==> src/design/unbfb_pkg.sv <==
/*
  Shared constants for the fixed-rate nine-bit serial port: bit-rate
  divisors, oversampling, frame layout, reset values and state encodings.
  Assumes a single core clock with a synchronous active-high reset.
*/
package unbfb_pkg;

  // Bit-rate divisors of the core clock
  localparam int unsigned DIV_SLOW        = 64;
  localparam int unsigned DIV_FAST        = 32;
  // Sub-bit ticks per bit period
  localparam int unsigned OVERSAMPLE      = 16;
  localparam int unsigned TICK_DIV_SLOW   = DIV_SLOW / OVERSAMPLE;
  localparam int unsigned TICK_DIV_FAST   = DIV_FAST / OVERSAMPLE;
  // Tick within a bit at which the receiver samples
  localparam logic [3:0]  SAMPLE_TICK     = 4'h7;
  localparam logic [3:0]  LAST_TICK       = 4'hf;

  // Frame layout: index of each bit slot
  localparam int unsigned DATA_BITS       = 8;
  localparam logic [3:0]  SLOT_START      = 4'h0;
  localparam logic [3:0]  SLOT_DATA_LAST  = 4'h8;
  localparam logic [3:0]  SLOT_NINTH      = 4'h9;
  localparam logic [3:0]  SLOT_STOP       = 4'ha;

  // Reset values
  localparam logic        BAUD_DOUBLE_RST = 1'b0;
  localparam logic        LINE_IDLE       = 1'b1;

  typedef enum logic [1:0] {
    TX_IDLE,
    TX_ALIGN,
    TX_SHIFT
  } unbfb_tx_state_t;

  typedef enum logic [0:0] {
    RX_IDLE,
    RX_FRAME
  } unbfb_rx_state_t;

endpackage : unbfb_pkg

==> src/design/unbfb_baud_tick.sv <==
/*
  Oversampling tick generator: one-cycle enable pulse every TICK_DIV_SLOW
  core cycles, or every TICK_DIV_FAST when the double-rate bit is set.
  Assumes the select is a same-clock registered level.
*/
module unbfb_baud_tick
  import unbfb_pkg::*;
#(
  parameter int unsigned DIV_LOW  = TICK_DIV_SLOW,
  parameter int unsigned DIV_HIGH = TICK_DIV_FAST
) (
  // Clock and reset
  input  wire logic clk,
  input  wire logic rst,
  // Rate select
  input  wire logic baud_double,
  // Oversample enable
  output logic      tick
);

  localparam int unsigned CW = $clog2(DIV_LOW);

  initial begin
    if (DIV_HIGH < 1 || DIV_LOW < 2 || DIV_HIGH > DIV_LOW) begin
      $error("unbfb_baud_tick: divisors out of range");
    end
  end

  typedef struct packed {
    logic [CW-1:0] cnt;
    logic          tick;
  } unbfb_div_state_t;

  unbfb_div_state_t state_ff;
  unbfb_div_state_t nxt_state;

  logic [CW-1:0] limit;

  always_comb begin
    limit     = baud_double ? CW'(DIV_HIGH - 1) : CW'(DIV_LOW - 1);
    nxt_state = state_ff;
    nxt_state.tick = 1'b0;
    if (state_ff.cnt >= limit) begin
      nxt_state.cnt  = '0;
      nxt_state.tick = 1'b1;
    end else begin
      nxt_state.cnt = state_ff.cnt + CW'(1);
    end
  end

  always_ff @(posedge clk) begin
    if (rst) begin
      state_ff <= '0;
    end else begin
      state_ff <= nxt_state;
    end
  end

  assign tick = state_ff.tick;

endmodule : unbfb_baud_tick

==> src/design/unbfb_uart.sv <==
/*
  Full-duplex nine-bit asynchronous serial port at a fixed fraction of the
  core clock. Control and status bits are plain ports; software-side
  strobes are one-cycle pulses on MCLK. The receive pin is asynchronous.
*/
// How it works
// - Frames are start, eight data bits LSB first, ninth bit, stop; both directions concurrent.
// - Transmitted ninth bit is the live transmit ninth-bit control value.
// - Received ninth bit goes to the ninth-bit status; stop bit value ignored.
// - Writing a byte to the serial buffer while the transmitter is idle starts a new frame.
// - Transmit-done flag sets as the stop bit begins.
// - Receiver only starts frames while receive enable is 1.
// - Frame accepted only if receive-done is 0 and filter passes ninth bit 1.
// - Accepted frame loads receive buffer and ninth bit, and sets receive-done.
// - Rejected frame leaves buffer, ninth bit and receive-done untouched.
// - Serial interrupt requested while either done flag is set and enabled.
// - Bit rate is core clock over 64, or over 32 with baud double.
// - Baud double resets to 0, selecting the slower rate.
module unbfb_uart
  import unbfb_pkg::*;
(
  // Clock and reset
  input  wire logic       MCLK,
  input  wire logic       RESET,
  // Serial buffer write
  input  wire logic       SERIAL_BUFFER_WR,
  input  wire logic [7:0] SERIAL_BUFFER_WDATA,
  // Control levels
  input  wire logic       TX_NINTH_BIT,
  input  wire logic       RX_ENABLE,
  input  wire logic       MULTIPROC_FILTER,
  input  wire logic       IRQ_ENABLE,
  // Baud double control
  input  wire logic       BAUD_DOUBLE_WR,
  input  wire logic       BAUD_DOUBLE_WDATA,
  output logic            BAUD_DOUBLE,
  // Flag clears
  input  wire logic       TX_DONE_CLR,
  input  wire logic       RX_DONE_CLR,
  // Status
  output logic            TX_DONE_FLAG,
  output logic            RX_DONE_FLAG,
  output logic [7:0]      RX_BUFFER,
  output logic            RX_NINTH_BIT,
  output logic            TX_BUSY,
  output logic            RX_BUSY,
  output logic            SERIAL_IRQ,
  // Serial pins
  output logic            TXD,
  input  wire logic       RXD
);

  typedef struct packed {
    // Configuration
    logic                 baud_double;
    // Transmitter
    unbfb_tx_state_t      tx_state;
    logic [DATA_BITS-1:0] tx_shift;
    logic [3:0]           tx_slot;
    logic [3:0]           tx_tick;
    logic                 txd;
    logic                 tx_done;
    // Receive pin conditioning
    logic [2:0]           rx_sync;
    logic                 rx_level;
    // Receiver
    unbfb_rx_state_t      rx_state;
    logic [3:0]           rx_slot;
    logic [3:0]           rx_tick;
    logic [DATA_BITS-1:0] rx_shift;
    logic                 rx_ninth_new;
    logic [DATA_BITS-1:0] rx_buffer;
    logic                 rx_ninth;
    logic                 rx_done;
  } unbfb_state_t;

  localparam unbfb_state_t STATE_RST = '{
    baud_double:  BAUD_DOUBLE_RST,
    tx_state:     TX_IDLE,
    tx_shift:     '0,
    tx_slot:      '0,
    tx_tick:      '0,
    txd:          LINE_IDLE,
    tx_done:      1'b0,
    rx_sync:      {3{LINE_IDLE}},
    rx_level:     LINE_IDLE,
    rx_state:     RX_IDLE,
    rx_slot:      '0,
    rx_tick:      '0,
    rx_shift:     '0,
    rx_ninth_new: 1'b0,
    rx_buffer:    '0,
    rx_ninth:     1'b0,
    rx_done:      1'b0
  };

  unbfb_state_t state_ff;
  unbfb_state_t nxt_state;

  logic tick;
  logic tx_done_set;
  logic rx_done_set;
  logic rx_level_now;
  logic rx_accept;

  // Both directions share one oversample reference
  unbfb_baud_tick #(
    .DIV_LOW  (TICK_DIV_SLOW),
    .DIV_HIGH (TICK_DIV_FAST)
  ) u_tick (
    .clk         (MCLK),
    .rst         (RESET),
    .baud_double (state_ff.baud_double),
    .tick        (tick)
  );

  // Sync stage 0 feeds only stage 1; the level moves once stages 1 and 2 agree
  function automatic logic filtered_level(input logic [2:0] sync, input logic prev);
    filtered_level = (sync[1] == sync[2]) ? sync[2] : prev;
  endfunction : filtered_level

  always_comb begin
    nxt_state    = state_ff;
    tx_done_set  = 1'b0;
    rx_done_set  = 1'b0;
    rx_accept    = 1'b0;

    if (BAUD_DOUBLE_WR) begin
      nxt_state.baud_double = BAUD_DOUBLE_WDATA;
    end

    // Transmitter
    unique case (state_ff.tx_state)
      TX_IDLE: begin
        // Writes while a frame is in flight are dropped, never corrupt the line
        if (SERIAL_BUFFER_WR) begin
          nxt_state.tx_shift = SERIAL_BUFFER_WDATA;
          nxt_state.tx_state = TX_ALIGN;
        end
      end
      TX_ALIGN: begin
        // Start bit begins on a tick so every slot is a whole bit period
        if (tick) begin
          nxt_state.txd      = 1'b0;
          nxt_state.tx_slot  = SLOT_START;
          nxt_state.tx_tick  = '0;
          nxt_state.tx_state = TX_SHIFT;
        end
      end
      TX_SHIFT: begin
        if (tick) begin
          nxt_state.tx_tick = state_ff.tx_tick + 4'h1;
          if (state_ff.tx_tick == LAST_TICK) begin
            nxt_state.tx_slot = state_ff.tx_slot + 4'h1;
            if (state_ff.tx_slot < SLOT_DATA_LAST) begin
              // LSB first
              nxt_state.txd      = state_ff.tx_shift[0];
              nxt_state.tx_shift = {1'b0, state_ff.tx_shift[DATA_BITS-1:1]};
            end else if (state_ff.tx_slot == SLOT_DATA_LAST) begin
              nxt_state.txd = TX_NINTH_BIT;
            end else if (state_ff.tx_slot == SLOT_NINTH) begin
              nxt_state.txd = LINE_IDLE;
              tx_done_set   = 1'b1;
            end else begin
              nxt_state.tx_state = TX_IDLE;
            end
          end
        end
      end
      default: begin
        nxt_state.tx_state = TX_IDLE;
        nxt_state.txd      = LINE_IDLE;
      end
    endcase

    // Receive pin conditioning
    nxt_state.rx_sync  = {state_ff.rx_sync[1:0], RXD};
    rx_level_now       = filtered_level(state_ff.rx_sync, state_ff.rx_level);
    nxt_state.rx_level = rx_level_now;

    // Receiver, independent of the transmitter
    unique case (state_ff.rx_state)
      RX_IDLE: begin
        if (RX_ENABLE && state_ff.rx_level && !rx_level_now) begin
          nxt_state.rx_state = RX_FRAME;
          nxt_state.rx_slot  = SLOT_START;
          nxt_state.rx_tick  = '0;
        end
      end
      RX_FRAME: begin
        if (tick) begin
          nxt_state.rx_tick = state_ff.rx_tick + 4'h1;
          if (state_ff.rx_tick == SAMPLE_TICK) begin
            if (state_ff.rx_slot == SLOT_START) begin
              // A start bit gone high by mid-bit was a glitch
              if (state_ff.rx_level) begin
                nxt_state.rx_state = RX_IDLE;
              end
            end else if (state_ff.rx_slot <= SLOT_DATA_LAST) begin
              nxt_state.rx_shift = {state_ff.rx_level, state_ff.rx_shift[DATA_BITS-1:1]};
            end else if (state_ff.rx_slot == SLOT_NINTH) begin
              nxt_state.rx_ninth_new = state_ff.rx_level;
            end else begin
              // Stop slot: its level is not checked
              nxt_state.rx_state = RX_IDLE;
              rx_accept = !state_ff.rx_done &&
                          (!MULTIPROC_FILTER || state_ff.rx_ninth_new);
              if (rx_accept) begin
                nxt_state.rx_buffer = state_ff.rx_shift;
                nxt_state.rx_ninth  = state_ff.rx_ninth_new;
                rx_done_set         = 1'b1;
              end
              // Otherwise buffer, ninth bit and flag hold their values
            end
          end
          if (state_ff.rx_tick == LAST_TICK) begin
            nxt_state.rx_slot = state_ff.rx_slot + 4'h1;
          end
        end
      end
      default: begin
        nxt_state.rx_state = RX_IDLE;
      end
    endcase

    // A set in the same cycle as a clear wins
    nxt_state.tx_done = tx_done_set | (state_ff.tx_done & ~TX_DONE_CLR);
    nxt_state.rx_done = rx_done_set | (state_ff.rx_done & ~RX_DONE_CLR);
  end

  always_ff @(posedge MCLK) begin
    if (RESET) begin
      state_ff <= STATE_RST;
    end else begin
      state_ff <= nxt_state;
    end
  end

  assign TXD          = state_ff.txd;
  assign TX_DONE_FLAG = state_ff.tx_done;
  assign RX_DONE_FLAG = state_ff.rx_done;
  assign RX_BUFFER    = state_ff.rx_buffer;
  assign RX_NINTH_BIT = state_ff.rx_ninth;
  assign BAUD_DOUBLE  = state_ff.baud_double;
  assign TX_BUSY      = (state_ff.tx_state != TX_IDLE);
  assign RX_BUSY      = (state_ff.rx_state != RX_IDLE);
  // Level request; software clears the flag to drop it
  assign SERIAL_IRQ   = IRQ_ENABLE & (state_ff.tx_done | state_ff.rx_done);

endmodule : unbfb_uart

==> config.mk <==
export PLATFORM = sky130hd
export DESIGN_NAME = unbfb_uart
export DESIGN_NICKNAME = d
export VERILOG_FILES = /design/src/design/unbfb_pkg.sv /design/src/design/unbfb_baud_tick.sv /design/src/design/unbfb_uart.sv
export SDC_FILE = /design/constraint.sdc
export NUM_CORES = 1
export LEC_CHECK = 0
export ABC_AREA = 1
export BUFFER_PORTS_ARGS = -buffer_cell sky130_fd_sc_hd__buf_2
export CAP_MARGIN = 20
export CORE_AREA = 4 4 82 84
export DETAILED_ROUTE_END_ITERATION = 12
export DIE_AREA = 0 0 86 88
export HOLD_SLACK_MARGIN = 0.05
export PLACE_DENSITY = 0.65
export SKIP_CTS_REPAIR_TIMING = 1
export SLEW_MARGIN = 20
export SYNTH_ARGS = -nofsm -noshare
export SYNTH_HDL_FRONTEND = slang
export SYNTH_SLANG_ARGS = --single-unit
==> constraint.sdc <==
create_clock -name MCLK -period 1.6 [get_ports MCLK]
set_clock_uncertainty 0.15 [all_clocks]
set_input_delay 0.32 -clock MCLK [delete_from_list [all_inputs] [get_ports MCLK]]
set_output_delay 0.32 -clock MCLK [all_outputs]
set_load 0.02 [all_outputs]
* Yosys cells after proc, flatten, opt, wreduce, memory -nomap -nowiden
Index checks and enable logic that the tools add are counted.
Word-level totals: input port bits 20, register bits 56, output and inout port bits 16
Cells by class: eq/ne operators 21, add/subtract/negate cells 5, bitwise gates (word level) 13, mux-type cells 49, reductions and logical operators 23, $lt $le $gt $ge 3
Operator list (count):
- 2-to-1 mux 18 bit | 2
- 2-to-1 mux 9 bit | 4
- case mux 8 bit (2 select lines) | 2
- 2-to-1 mux 27 bit | 1
- 2-to-1 mux 1 bit | 25
- equality test 4 bit (second input constant) | 5
- 2-to-1 mux 10 bit | 2
- 2-to-1 mux 19 bit | 1
- case mux 9 bit (2 select lines) | 1
- adder 4 x 1 -> 4 bit (second input constant) | 4
- 2-to-1 mux 8 bit | 2
- AND reduction 5 bit | 3
- 2-to-1 mux 14 bit | 1
- inequality test 2 bit (second input constant) | 7
- AND reduction 7 bit | 2
- 2-to-1 mux 2 bit | 5
- inequality test 2 x 1 -> 1 bit (second input constant) | 4
- NOT 1 bit | 7
- case mux 2 bit (3 select lines) | 1
- AND reduction 3 bit | 2
- AND reduction 6 bit | 1
- nonzero test 2 bit | 3
- equality test 4 x 3 -> 1 bit (second input constant) | 1
- less-or-equal comparator 4 bit (second input constant) | 1
- 19 further kinds | 27

* Logic depth before layout (Yosys ltp)
Gate-level depths: netlist of the first run.
word-level depth 11, depth in mapped cells 10, gate-level depth less buffers 10

* Modules after synthesis
From an unflattened synthesis of the first run, not the netlist that was laid out.
Second synthesis, totals: cells, all modules 406, area total of the unflattened synthesis 2787.7 µm²
Modules (own cells, without submodules):
- unbfb_uart | area each 2667.6 µm², seq. area each 1061.0 µm², instances 1, cells each 390
- unbfb_baud_tick | area each 120.1 µm², seq. area each 60.1 µm², instances 1, cells each 16

* Least setup slack after synthesis of the first run
OpenSTA, ideal clock, no wires.
kind register -> register, start point register state_ff[23] in the netlist's numbering, end point register state_ff, in the netlist RX_BUFFER[0], path buffers 1, slack -0.085 ns, arrival time 1.421 ns, data required time 1.336 ns, library setup time 0.114 ns, stages on the path, launching flop included 10, cell sequence dfxtp_1 > inv_1 > ha_1 > a21oi_1 > inv_1 > nor2_1 > nand2_1 > buf_2 > o21bai_1 > nor2_1
On the way: word-level cells in the longest chain between the ends 3
RTL lines:
- start, declared | RTL line unbfb_uart.sv:97 | unbfb_state_t state_ff;
- start signal, assigned | RTL line unbfb_uart.sv:235 | state_ff <= nxt_state;
- less-or-equal comparator 4 bit, or another cell as far along | RTL line unbfb_uart.sv:199 | end else if (state_ff.rx_slot <= SLOT_DATA_LAST) begin
- NOT 1 bit (no line)
- AND reduction 7 bit (no line) (*)
Every way passes the cells marked *; elsewhere a longest branch is shown, timed or not. A chain may end at the register's enable or synchronous reset.

* Final worst setup path of the first run
start point register state_ff[24] in the netlist's numbering, end point register state_ff, in the netlist RX_BUFFER[6]
Same word-level chain as after synthesis.

==> run metrics, run 1 <==
Worst Setup Slack, final -0.00654 ns; number of buffers created by CTS 5; syn_nets 405; distinct cell type count after synthesis 29; Hold WC Path Type in -> reg; Tcrit/Tclk final 100%; worst hold stages 3; Synth Instances 376; reported max-cap violation count 0; Setup crit end kind flop; antenna violations before repair 0; number of antenna cells inserted 0; GR Util All Layers 14.9%; depth of the most critical reg-to-reg path 9; area share of and/or/nand/nor cells after synthesis 30.7%; fraction of layout cells with a size suffix above 1 27.6%; largest cells by area after synthesis dfxtp_1, nor2_1, nand2_1; critical hold path startpoint BAUD_DOUBLE_WDATA; ys flop type dfxtp_1; Post-synth top cells nor2_1, nand2_1, dfxtp_1; DR vias 2451; CTS sink count 56; setup repair after global routing missed its margin true; full die area 7570 um^2; half-perimeter wire length after detailed placement 4040 um; launching element type of the critical path flop; startpoint of the most critical register-to-register path state_ff[24]; final instance area 3340 um^2; Critical Path AT 1.67 ns; dominant combinational cell family by area after synthesis simple AND/OR/NAND/NOR gates; first-pass iteration count of the detailed router 4; post-synth top area share 42.1%; Final Routed Wirelength 5710 um; deepest clock path buffer count 2; internal reg-to-reg setup slack -0.007 ns; Req. time, crit path 1.66 ns; critical path type reg -> reg; relative slew slack 85.4%; leakage dissipation 0.00153 uW; number of global-route vias before repair 2150; share of the yosys chip area belonging to registers 42.1%; max-slew violations 0; clock root buffer clkbuf_8; number of nets at the end of the flow 463; post-synthesis instance area 2660 um^2; clock input transition at the sequential cells of the worst setup and hold paths 0.10 ns; FILL cells 577; final weighted congestion of routability-driven global placement 0.878; Skew-Pair Late Insertion Delay 0.31 ns; critical register-to-register path endpoint RX_BUFFER[6]; Die Wd 86 um; Warnings, synthesis 0; post-synthesis compound-gate area fraction 12.9%; 1st-iter DRT viols 85; power per cell area 926 nW/um^2; largest net degree at the start of global routing 20; final-layout worst hold slack 0.0803 ns; adder-cell share of the synthesized area 4.23%; most common cell in the netlist nor2_1; global-route wire length before repair 9280 um; H-tree depth 2; antenna viol nets, final 0; fraction of registers with async set/reset 0%; violated checks setup timing; maximum ir drop on the vdd rail 0.431 mV; total I/O pin count 36; XOR/XNOR Fraction of Synth Area 0.329%; Initial Util 45.0%; DRC errors left 0; EDFF count, synth 0; flop and latch count out of synthesis 56; share of the core filled with cells 56.4%; row cnt 28; die height 88 um; post-synthesis cell type with the largest combined area dfxtp_1; synthesized area divided by synthesized cell count 7.08 um^2; WHS Endpoint BAUD_DOUBLE; maximum fanout along the worst path 5; cell area after placement 3010 um^2; Final setup viols 1; TritonCTS clock tree done; run status finished, violations left; number of port buffers 35; post-synthesis mux area share 0%; post-route minimum period 1.61 ns; global route total overflow 0; Final Hold Violating Endpoints 0; drt via density 4.81; slew at the pin closest to its max-slew limit 0.217 ns; core area 5920 um^2; Layout Area Growth over Synthesis 25.3%; Wirelength per Cell 11.2 um; Max Clock Freq 622 MHz
## worst max-delay path, cell delays in order, from the launching register on
cell and delay, ns:
dfxtp_2 0.37, inv_4 0.05, ha_4 0.17, a21oi_4 0.16, inv_2 0.07, nor2_4 0.09
nand2_4 0.08, buf_6 0.14, o21bai_1 0.14, nor2_1 0.06
## final cells by class
type | instances | area [um^2] | area share (%)
multi-input cells | 262 | 1400 | 41.8
flip-flops and latches | 56 | 1140 | 34.1
repair buffers | 65 | 432 | 12.9
inverters | 43 | 173 | 5.17
well taps | 75 | 93.8 | 2.81
clock buffers | 5 | 68.8 | 2.06
clock inverters | 3 | 27.5 | 0.825
repair inverters | 1 | 7.51 | 0.225
## flip-flops by register name, indices dropped and copies added (netlist names)
name and flops:
RX_BUSY 1, TXD 1, u_tick.tick 1, RX_BUFFER 8, state_ff 37, RX_NINTH_BIT 1, TX_DONE_FLAG 1, u_tick.state_ff 2
nxt_state 2, RX_DONE_FLAG 1, BAUD_DOUBLE 1
## report_power, final
group	leakage [uW]	internal (uW)	total [uW]	switching (uW)
combinational	0.00102	270	699	430
sequential	0.000460	1510	1580	66.1
clock	0.0000463	322	814	492
total	0.00153	2100	3090	987
## stage by stage
step	cells	total power [uW]	setup TNS, ns	worst slack (ns)
2_1_floorplan	376	2100	0	0.0257
4_1_cts	501	3070	-0.775	-0.0936
5_1_grt	510	3310	-0.834	-0.119
3_5_place_dp	493	2250	-0.665	-0.0695
6_report	510	3090	-0.00654	-0.00654
3_3_place_gp	493	2240	-0.0130	-0.00484
## worst max-delay path by stage
stage / slack (ns) / from / cells past startpoint / to
final: -0.007 / state_ff[24] / 9 / RX_BUFFER[6]
after global routing: -0.12 / state_ff[24] / 9 / RX_BUFFER[6]
after CTS: -0.09 / state_ff[23] / 9 / state_ff[15]
after detailed placement: -0.07 / state_ff[23] / 9 / state_ff[15]
after global placement: -0.005 / state_ff[23] / 9 / RX_BUFFER[0]
after floorplan: 0.03 / state_ff[23] / 9 / RX_BUFFER[0]
## metal layers
metal	global-route usage (%)	vias to the layer above	part of all wire, %
met5	0	-	0
li1	-	1307	-
met3	3.20	6	3.5
met1	19.3	1097	48
met4	4.03	0	0.91
met2	25.2	41	47
## cells by family after synthesis
| group | after synthesis |
|---|---|
| compound gates | 63 |
| xor+xnor | 1 |
| fa+ha+maj | 9 |
| buf+inv | 58 |
| flops | 56 |
| simple gates | 189 |
## placed cells by master (no fill, tap or decap), types with 2 or more instances in the layout
cell | netlist | final
buf_6 | 1 | 3
a21oi_1 | 24 | 23
nor2_1 | 74 | 69
nand2_1 | 73 | 69
nand2_2 | 3 | 5
buf_2 | 1 | 34
clkinvlp_4 | 0 | 3
or2_2 | 3 | 3
nand3_2 | 0 | 3
dfxtp_1 | 56 | 46
inv_4 | 0 | 3
nor3_1 | 3 | 3
dfxtp_4 | 0 | 2
inv_1 | 39 | 35
nand2_4 | 3 | 5
dfxtp_2 | 0 | 8
nand4_1 | 5 | 5
nand3_1 | 20 | 17
clkbuf_8 | 0 | 5
dlygate4sd3_1 | 0 | 2
inv_2 | 3 | 4
ha_4 | 0 | 3
nor2_2 | 2 | 4
buf_4 | 9 | 25
ha_1 | 9 | 5
o21ai_1 | 0 | 6
nor2_4 | 1 | 4
o21bai_1 | 9 | 9
o21ai_0 | 27 | 21
Power figures use the tool's default switching activity.
==> inputs of run 2 (changes only) <==
- ABC_AREA: 1 -> default
- CORE_AREA: 4 4 82 84 -> 4 4 100 102
- CTS_BUF_LIST: default -> sky130_fd_sc_hd__clkbuf_2
- DIE_AREA: 0 0 86 88 -> 0 0 104 106
- PLACE_DENSITY: 0.65 -> 0.46
==> run metrics, run 2 <==
post-synthesis instance area 2710 um^2; final weighted congestion of routability-driven global placement 0.736; full die area 11000 um^2; Critical Path Stages 4; post-synth top area share 41.4%; Worst Setup Slack, final -0.129 ns; violated checks setup timing; Tcrit/Tclk final 108%; Initial Util 29.7%; Die Wd 104 um; most common cell in the netlist dfxtp_1; Final Hold Violating Endpoints 0; largest incremental delay on the critical path 0.42 ns; half-perimeter wire length after detailed placement 4350 um; Layout Area Growth over Synthesis 47.6%; relative slew slack 68.5%; total power 2390 uW; total I/O pin count 36; global-route wire length before repair 11000 um; setup repair after global routing missed its margin true; Synth Instances 323; leakage dissipation 0.00149 uW; number of antenna cells inserted 0; die height 106 um; commonest non-fill, non-tap cell in the layout buf_4; critical path type reg -> out; first-pass iteration count of the detailed router 4; number of flip-flops in the largest register 37; net switching fraction of the power 24.1%; WHS Endpoint state_ff[47]; run status finished, violations left; Max Clock Freq 578 MHz; DR vias 2553; total net switching power 576 uW; depth of the most critical reg-to-reg path 6; number of nets at the end of the flow 440; flop and latch count out of synthesis 56; EDFF count, synth 0; FF+latch area 1150 um^2; maximum fanout along the worst path 8; final instance area 4000 um^2; number of buffers created by CTS 5; post-route minimum period 1.73 ns; slew at the pin closest to its max-slew limit 0.472 ns; antenna violations before repair 0; CTS sink count 56; Critical Path AT 1.26 ns; Post-synth top cells dfxtp_1, a21oi_1, o21ai_0; clock network fraction of total power 28.5%; power per cell area 598 nW/um^2; number of port buffers 35; H-tree depth 2; row cnt 35; reported max-cap violation count 0; internal reg-to-reg setup slack -0.12 ns; share of the yosys chip area belonging to registers 41.4%; cell breakdown of the critical path buf_12, nor2_4, inv_2, buf_6; cell area after placement 3220 um^2; syn_nets 352; DRC errors left 0; post-synthesis cell type with the largest combined area dfxtp_1; FILL cells 919; Final Routed Wirelength 6960 um; launching element type of the critical path flop; share of power burned in registers 60.4%; internal power component 1810 uW; largest net degree at the start of global routing 57; Setup crit end kind output pin; kind of cell adding the most delay to the critical path flip-flops; fraction of layout cells with a size suffix above 1 46.3%; clock root buffer clkbuf_2; synthesized area divided by synthesized cell count 8.38 um^2; Final setup viols 12; drt via density 4.90; TritonCTS clock tree done; ys flop type dfxtp_1; distinct cell type count after synthesis 44; number of buffer and inverter stages on the critical path 3; Warnings, synthesis 0; core area 9110 um^2; startpoint of the most critical register-to-register path state_ff[35]; Critical Path Slowest Stage Cell dfxtp_4; critical hold path startpoint SERIAL_BUFFER_WDATA[5]; maximum ir drop on the vdd rail 0.295 mV; critical register-to-register path endpoint state_ff[48]; worst hold stages 4; Req. time, crit path 1.13 ns; number of global-route vias before repair 2377; antenna viol nets, final 0; largest cells by area after synthesis dfxtp_1, a21oi_1, o21ai_0; register with the most flip-flops state_ff; deepest clock path buffer count 2; Skew-Pair Late Insertion Delay 0.43 ns; total negative slack for setup checks -0.963 ns; Wirelength per Cell 13.4 um; GR Util All Layers 11.8%; global route total overflow 0; 1st-iter DRT viols 76; commonest cells after routing, fill and taps aside buf_4, dfxtp_1, buf_2; max-slew violations 0; clock input transition at the sequential cells of the worst setup and hold paths 0.27 ns; Combinational Power Share 11.2%; fraction of registers with async set/reset 0%; area taken by multi-input logic gates 1740 um^2; Hold WC Path Type in -> reg
==> run 2: cell types whose count changed after synthesis, sizes merged, moves of 4 or more <==
| cell | delta |
|---|---|
| nand2 | -69 |
| nor2 | -55 |
| inv | -30 |
| a21oi | +19 |
| clkbuf | +10 |
| mux2i | +10 |
| or3 | +9 |
| nor2b | +8 |
| nand3 | +7 |
| o21ai | +5 |
| o21bai | -4 |
==> run 2: per-stage QoR <==
stage | util (%) | setup slack, ns | hold WS (ns) | instances
final | 43.9 | -0.129 | 0.0855 | 521
after global routing | 43.9 | -0.216 | 0.0676 | 521
after CTS | 35.9 | -0.349 | -0.138 | 487
after detailed placement | 35.3 | -0.260 | 0.269 | 481
after global placement | 35.3 | -0.159 | 0.285 | 481
after floorplan | - | -0.0245 | 0.239 | 323
==> run 2: final cells by class <==
type,count,area share (%)
timing repair buffer,108,21.6
multi-input combinational,228,43.5
clock inverter,1,0.752
tap,111,3.48
sequential,56,28.8
inverter,12,1.19
clock buffer,5,0.626
==> run 2: per-layer routing <==
layer  up-vias  wire length (um)  share of wire, %  global-route usage [%]
li1       1332                 -                 -                       -
met1      1186              3330                48                    16.1
met2        31              3370                48                    18.8
met3         4               201               2.9                    2.79
met4         0                58              0.83                    3.13
met5         -                 0                 0                       0
==> run 2: tightest hold or removal path: stages <==
cell and delay [ns]:
buf_2 0.09, mux2i_1 0.10, or3_1 0.11, a21oi_1 0.05
==> run 2: worst max path at each step <==
stage                  from           end  slack [ns]
2_1_floorplan  state_ff[35]  state_ff[47]       -0.02
3_3_place_gp   state_ff[24]  state_ff[11]       -0.16
3_5_place_dp   state_ff[24]  state_ff[14]       -0.26
4_1_cts        state_ff[50]       TX_BUSY       -0.35
5_1_grt        state_ff[50]       TX_BUSY       -0.22
6_report       state_ff[50]       TX_BUSY       -0.13
==> run 2: cells by family (layout without fill, tap and decap cells) <==
family	Yosys count	after routing	share of synthesized area, %
AO/OA/AOI/OAI	100	100	21.1
multiplexers	10	10	3.70
buffers and inverters	39	126	7.21
XOR/XNOR	2	2	0.647
adder cells (fa/ha/maj)	9	9	4.16
AND/OR/NAND/NOR	107	107	21.8
flip-flops	56	56	41.4
==> run 2: power by group through the flow <==
| stage | sequential (uW) | clock, uW | combinational [uW] |
|---|---|---|---|
| after floorplan | 1470 | 0 | 112 |
| after global placement | 1470 | 0 | 181 |
| after detailed placement | 1470 | 0 | 183 |
| after CTS | 1450 | 728 | 183 |
| after global routing | 1450 | 761 | 295 |
| final | 1440 | 680 | 266 |
==> inputs of run 3 (changes only) <==
- BUFFER_PORTS_ARGS: -buffer_cell sky130_fd_sc_hd__buf_2 -> default
- DONT_BUFFER_PORTS: default -> 1
- PLACE_DENSITY: 0.46 -> 0.43
==> run metrics, run 3 (same netlist as run 2, synthesis figures left out) <==
setup repair after global routing missed its margin true; Critical Path Slowest Stage Cell dfxtp_2; reported max-cap violation count 0; Setup crit end kind flop; total power 2220 uW; Hold WC Path Type in -> reg; 1st-iter DRT viols 100; H-tree depth 2; critical path type reg -> reg; DRC errors left 0; number of buffer and inverter stages on the critical path 3; largest net degree at the start of global routing 58; number of global-route vias before repair 2297; global route total overflow 0; first-pass iteration count of the detailed router 4; number of port buffers 0; Critical Path AT 1.97 ns; Layout Area Growth over Synthesis 43.9%; TritonCTS clock tree done; clock input transition at the sequential cells of the worst setup and hold paths 0.30 ns; relative slew slack 69.3%; deepest clock path buffer count 2; Inst Count DP 456; row cnt 35; fraction of layout cells with a size suffix above 1 45.4%; commonest non-fill, non-tap cell in the layout buf_4; Skew-Pair Late Insertion Delay 0.44 ns; Initial Util 29.7%; Final Routed Wirelength 6980 um; Die Wd 104 um; post-route minimum period 1.71 ns; commonest cells after routing, fill and taps aside buf_4, dfxtp_1, a21oi_1; DR vias 2469; Final setup viols 12; Wirelength per Cell 14.1 um; run status finished, violations left; register with the most flip-flops state_ff; number of buffers created by CTS 5; die height 106 um; final-layout worst hold slack -0.242 ns; Final Hold Violating Endpoints 50; drt via density 5.00; Req. time, crit path 1.86 ns; clock root buffer clkbuf_2; largest incremental delay on the critical path 0.40 ns; leakage dissipation 0.00136 uW; Tcrit/Tclk final 107%; global-route wire length before repair 10800 um; number of nets at the end of the flow 411; core area 9110 um^2; violated checks hold timing, setup timing; share of the core filled with cells 42.8%; half-perimeter wire length after detailed placement 4340 um; full die area 11000 um^2; Worst Setup Slack, final -0.106 ns; antenna violations before repair 0; antenna viol nets, final 0; number of antenna cells inserted 0; CTS sink count 56; final weighted congestion of routability-driven global placement 0.743; GR Util All Layers 11.6%; maximum fanout along the worst path 8; kind of cell adding the most delay to the critical path flip-flops; power per cell area 571 nW/um^2; maximum ir drop on the vdd rail 0.325 mV; slew at the pin closest to its max-slew limit 0.460 ns; total I/O pin count 36; number of flip-flops in the largest register 37; Max Clock Freq 586 MHz; cell breakdown of the critical path inv_4, ha_4, nor2b_4, buf_12, xor2_4, buf_4, o21ai_2, a21oi_2; launching element type of the critical path flop; max-slew violations 0; number of non-filler instances in the completed layout 494
[run 3: changes by cell type in the layout (fill, tap and decap cells not counted), moves of 3 or more]
cell     before  now
buf_2        32    0
ha_4          3    6
o21ai_1      14    9
o21ai_2       4    7
buf_6        11    7
buf_4        52   59
[run 3: metrics by stage]
step / setup TNS, ns / setup slack (ns) / area [um^2]
2_1_floorplan: -0.0245 / -0.0245 / 2750
3_3_place_gp: -2.06 / -0.101 / 3120
3_5_place_dp: -2.71 / -0.183 / 3120
4_1_cts: -4.69 / -0.404 / 3160
5_1_grt: -2.39 / -0.208 / 3890
6_report: -0.607 / -0.106 / 3890
[run 3: layout make-up]
type / instances / area (um^2)
Clock buffer: 6 / 30.0
Clock inverter: 2 / 16.3
Fill cell: 908 / 5210
Inverter: 12 / 47.5
Multi-Input combinational cell: 229 / 1830
Sequential cell: 56 / 1150
Tap cell: 111 / 139
Timing Repair Buffer: 78 / 687
[run 3: final timing paths]
check,startpoint,end,slack (ns),cells after the start
worst max register to register,state_ff[24],state_ff[12],-0.11,8
worst min register to register,state_ff[45],state_ff[45],0.34,2
worst max-delay path,state_ff[24],state_ff[12],-0.11,8
worst min-delay path,RESET,state_ff[38],-0.24,1
[run 3: layer usage]
layer	part of all wire [%]	routed length (um)	global-route usage, %	vias to the layer above
met4	0.50	35	3.13	0
met3	3.2	220	3.28	2
met5	0	0	0	-
met2	49	3410	20.1	28
met1	47	3310	14.2	1165
li1	-	-	-	1274
[run 3: where the power goes]
part	leakage (uW)	internal, uW	switching, uW	total (uW)
combinational	0.000866	105	83.5	188
sequential	0.000462	1420	19.0	1440
clock	0.0000292	117	475	593
total	0.00136	1650	578	2220
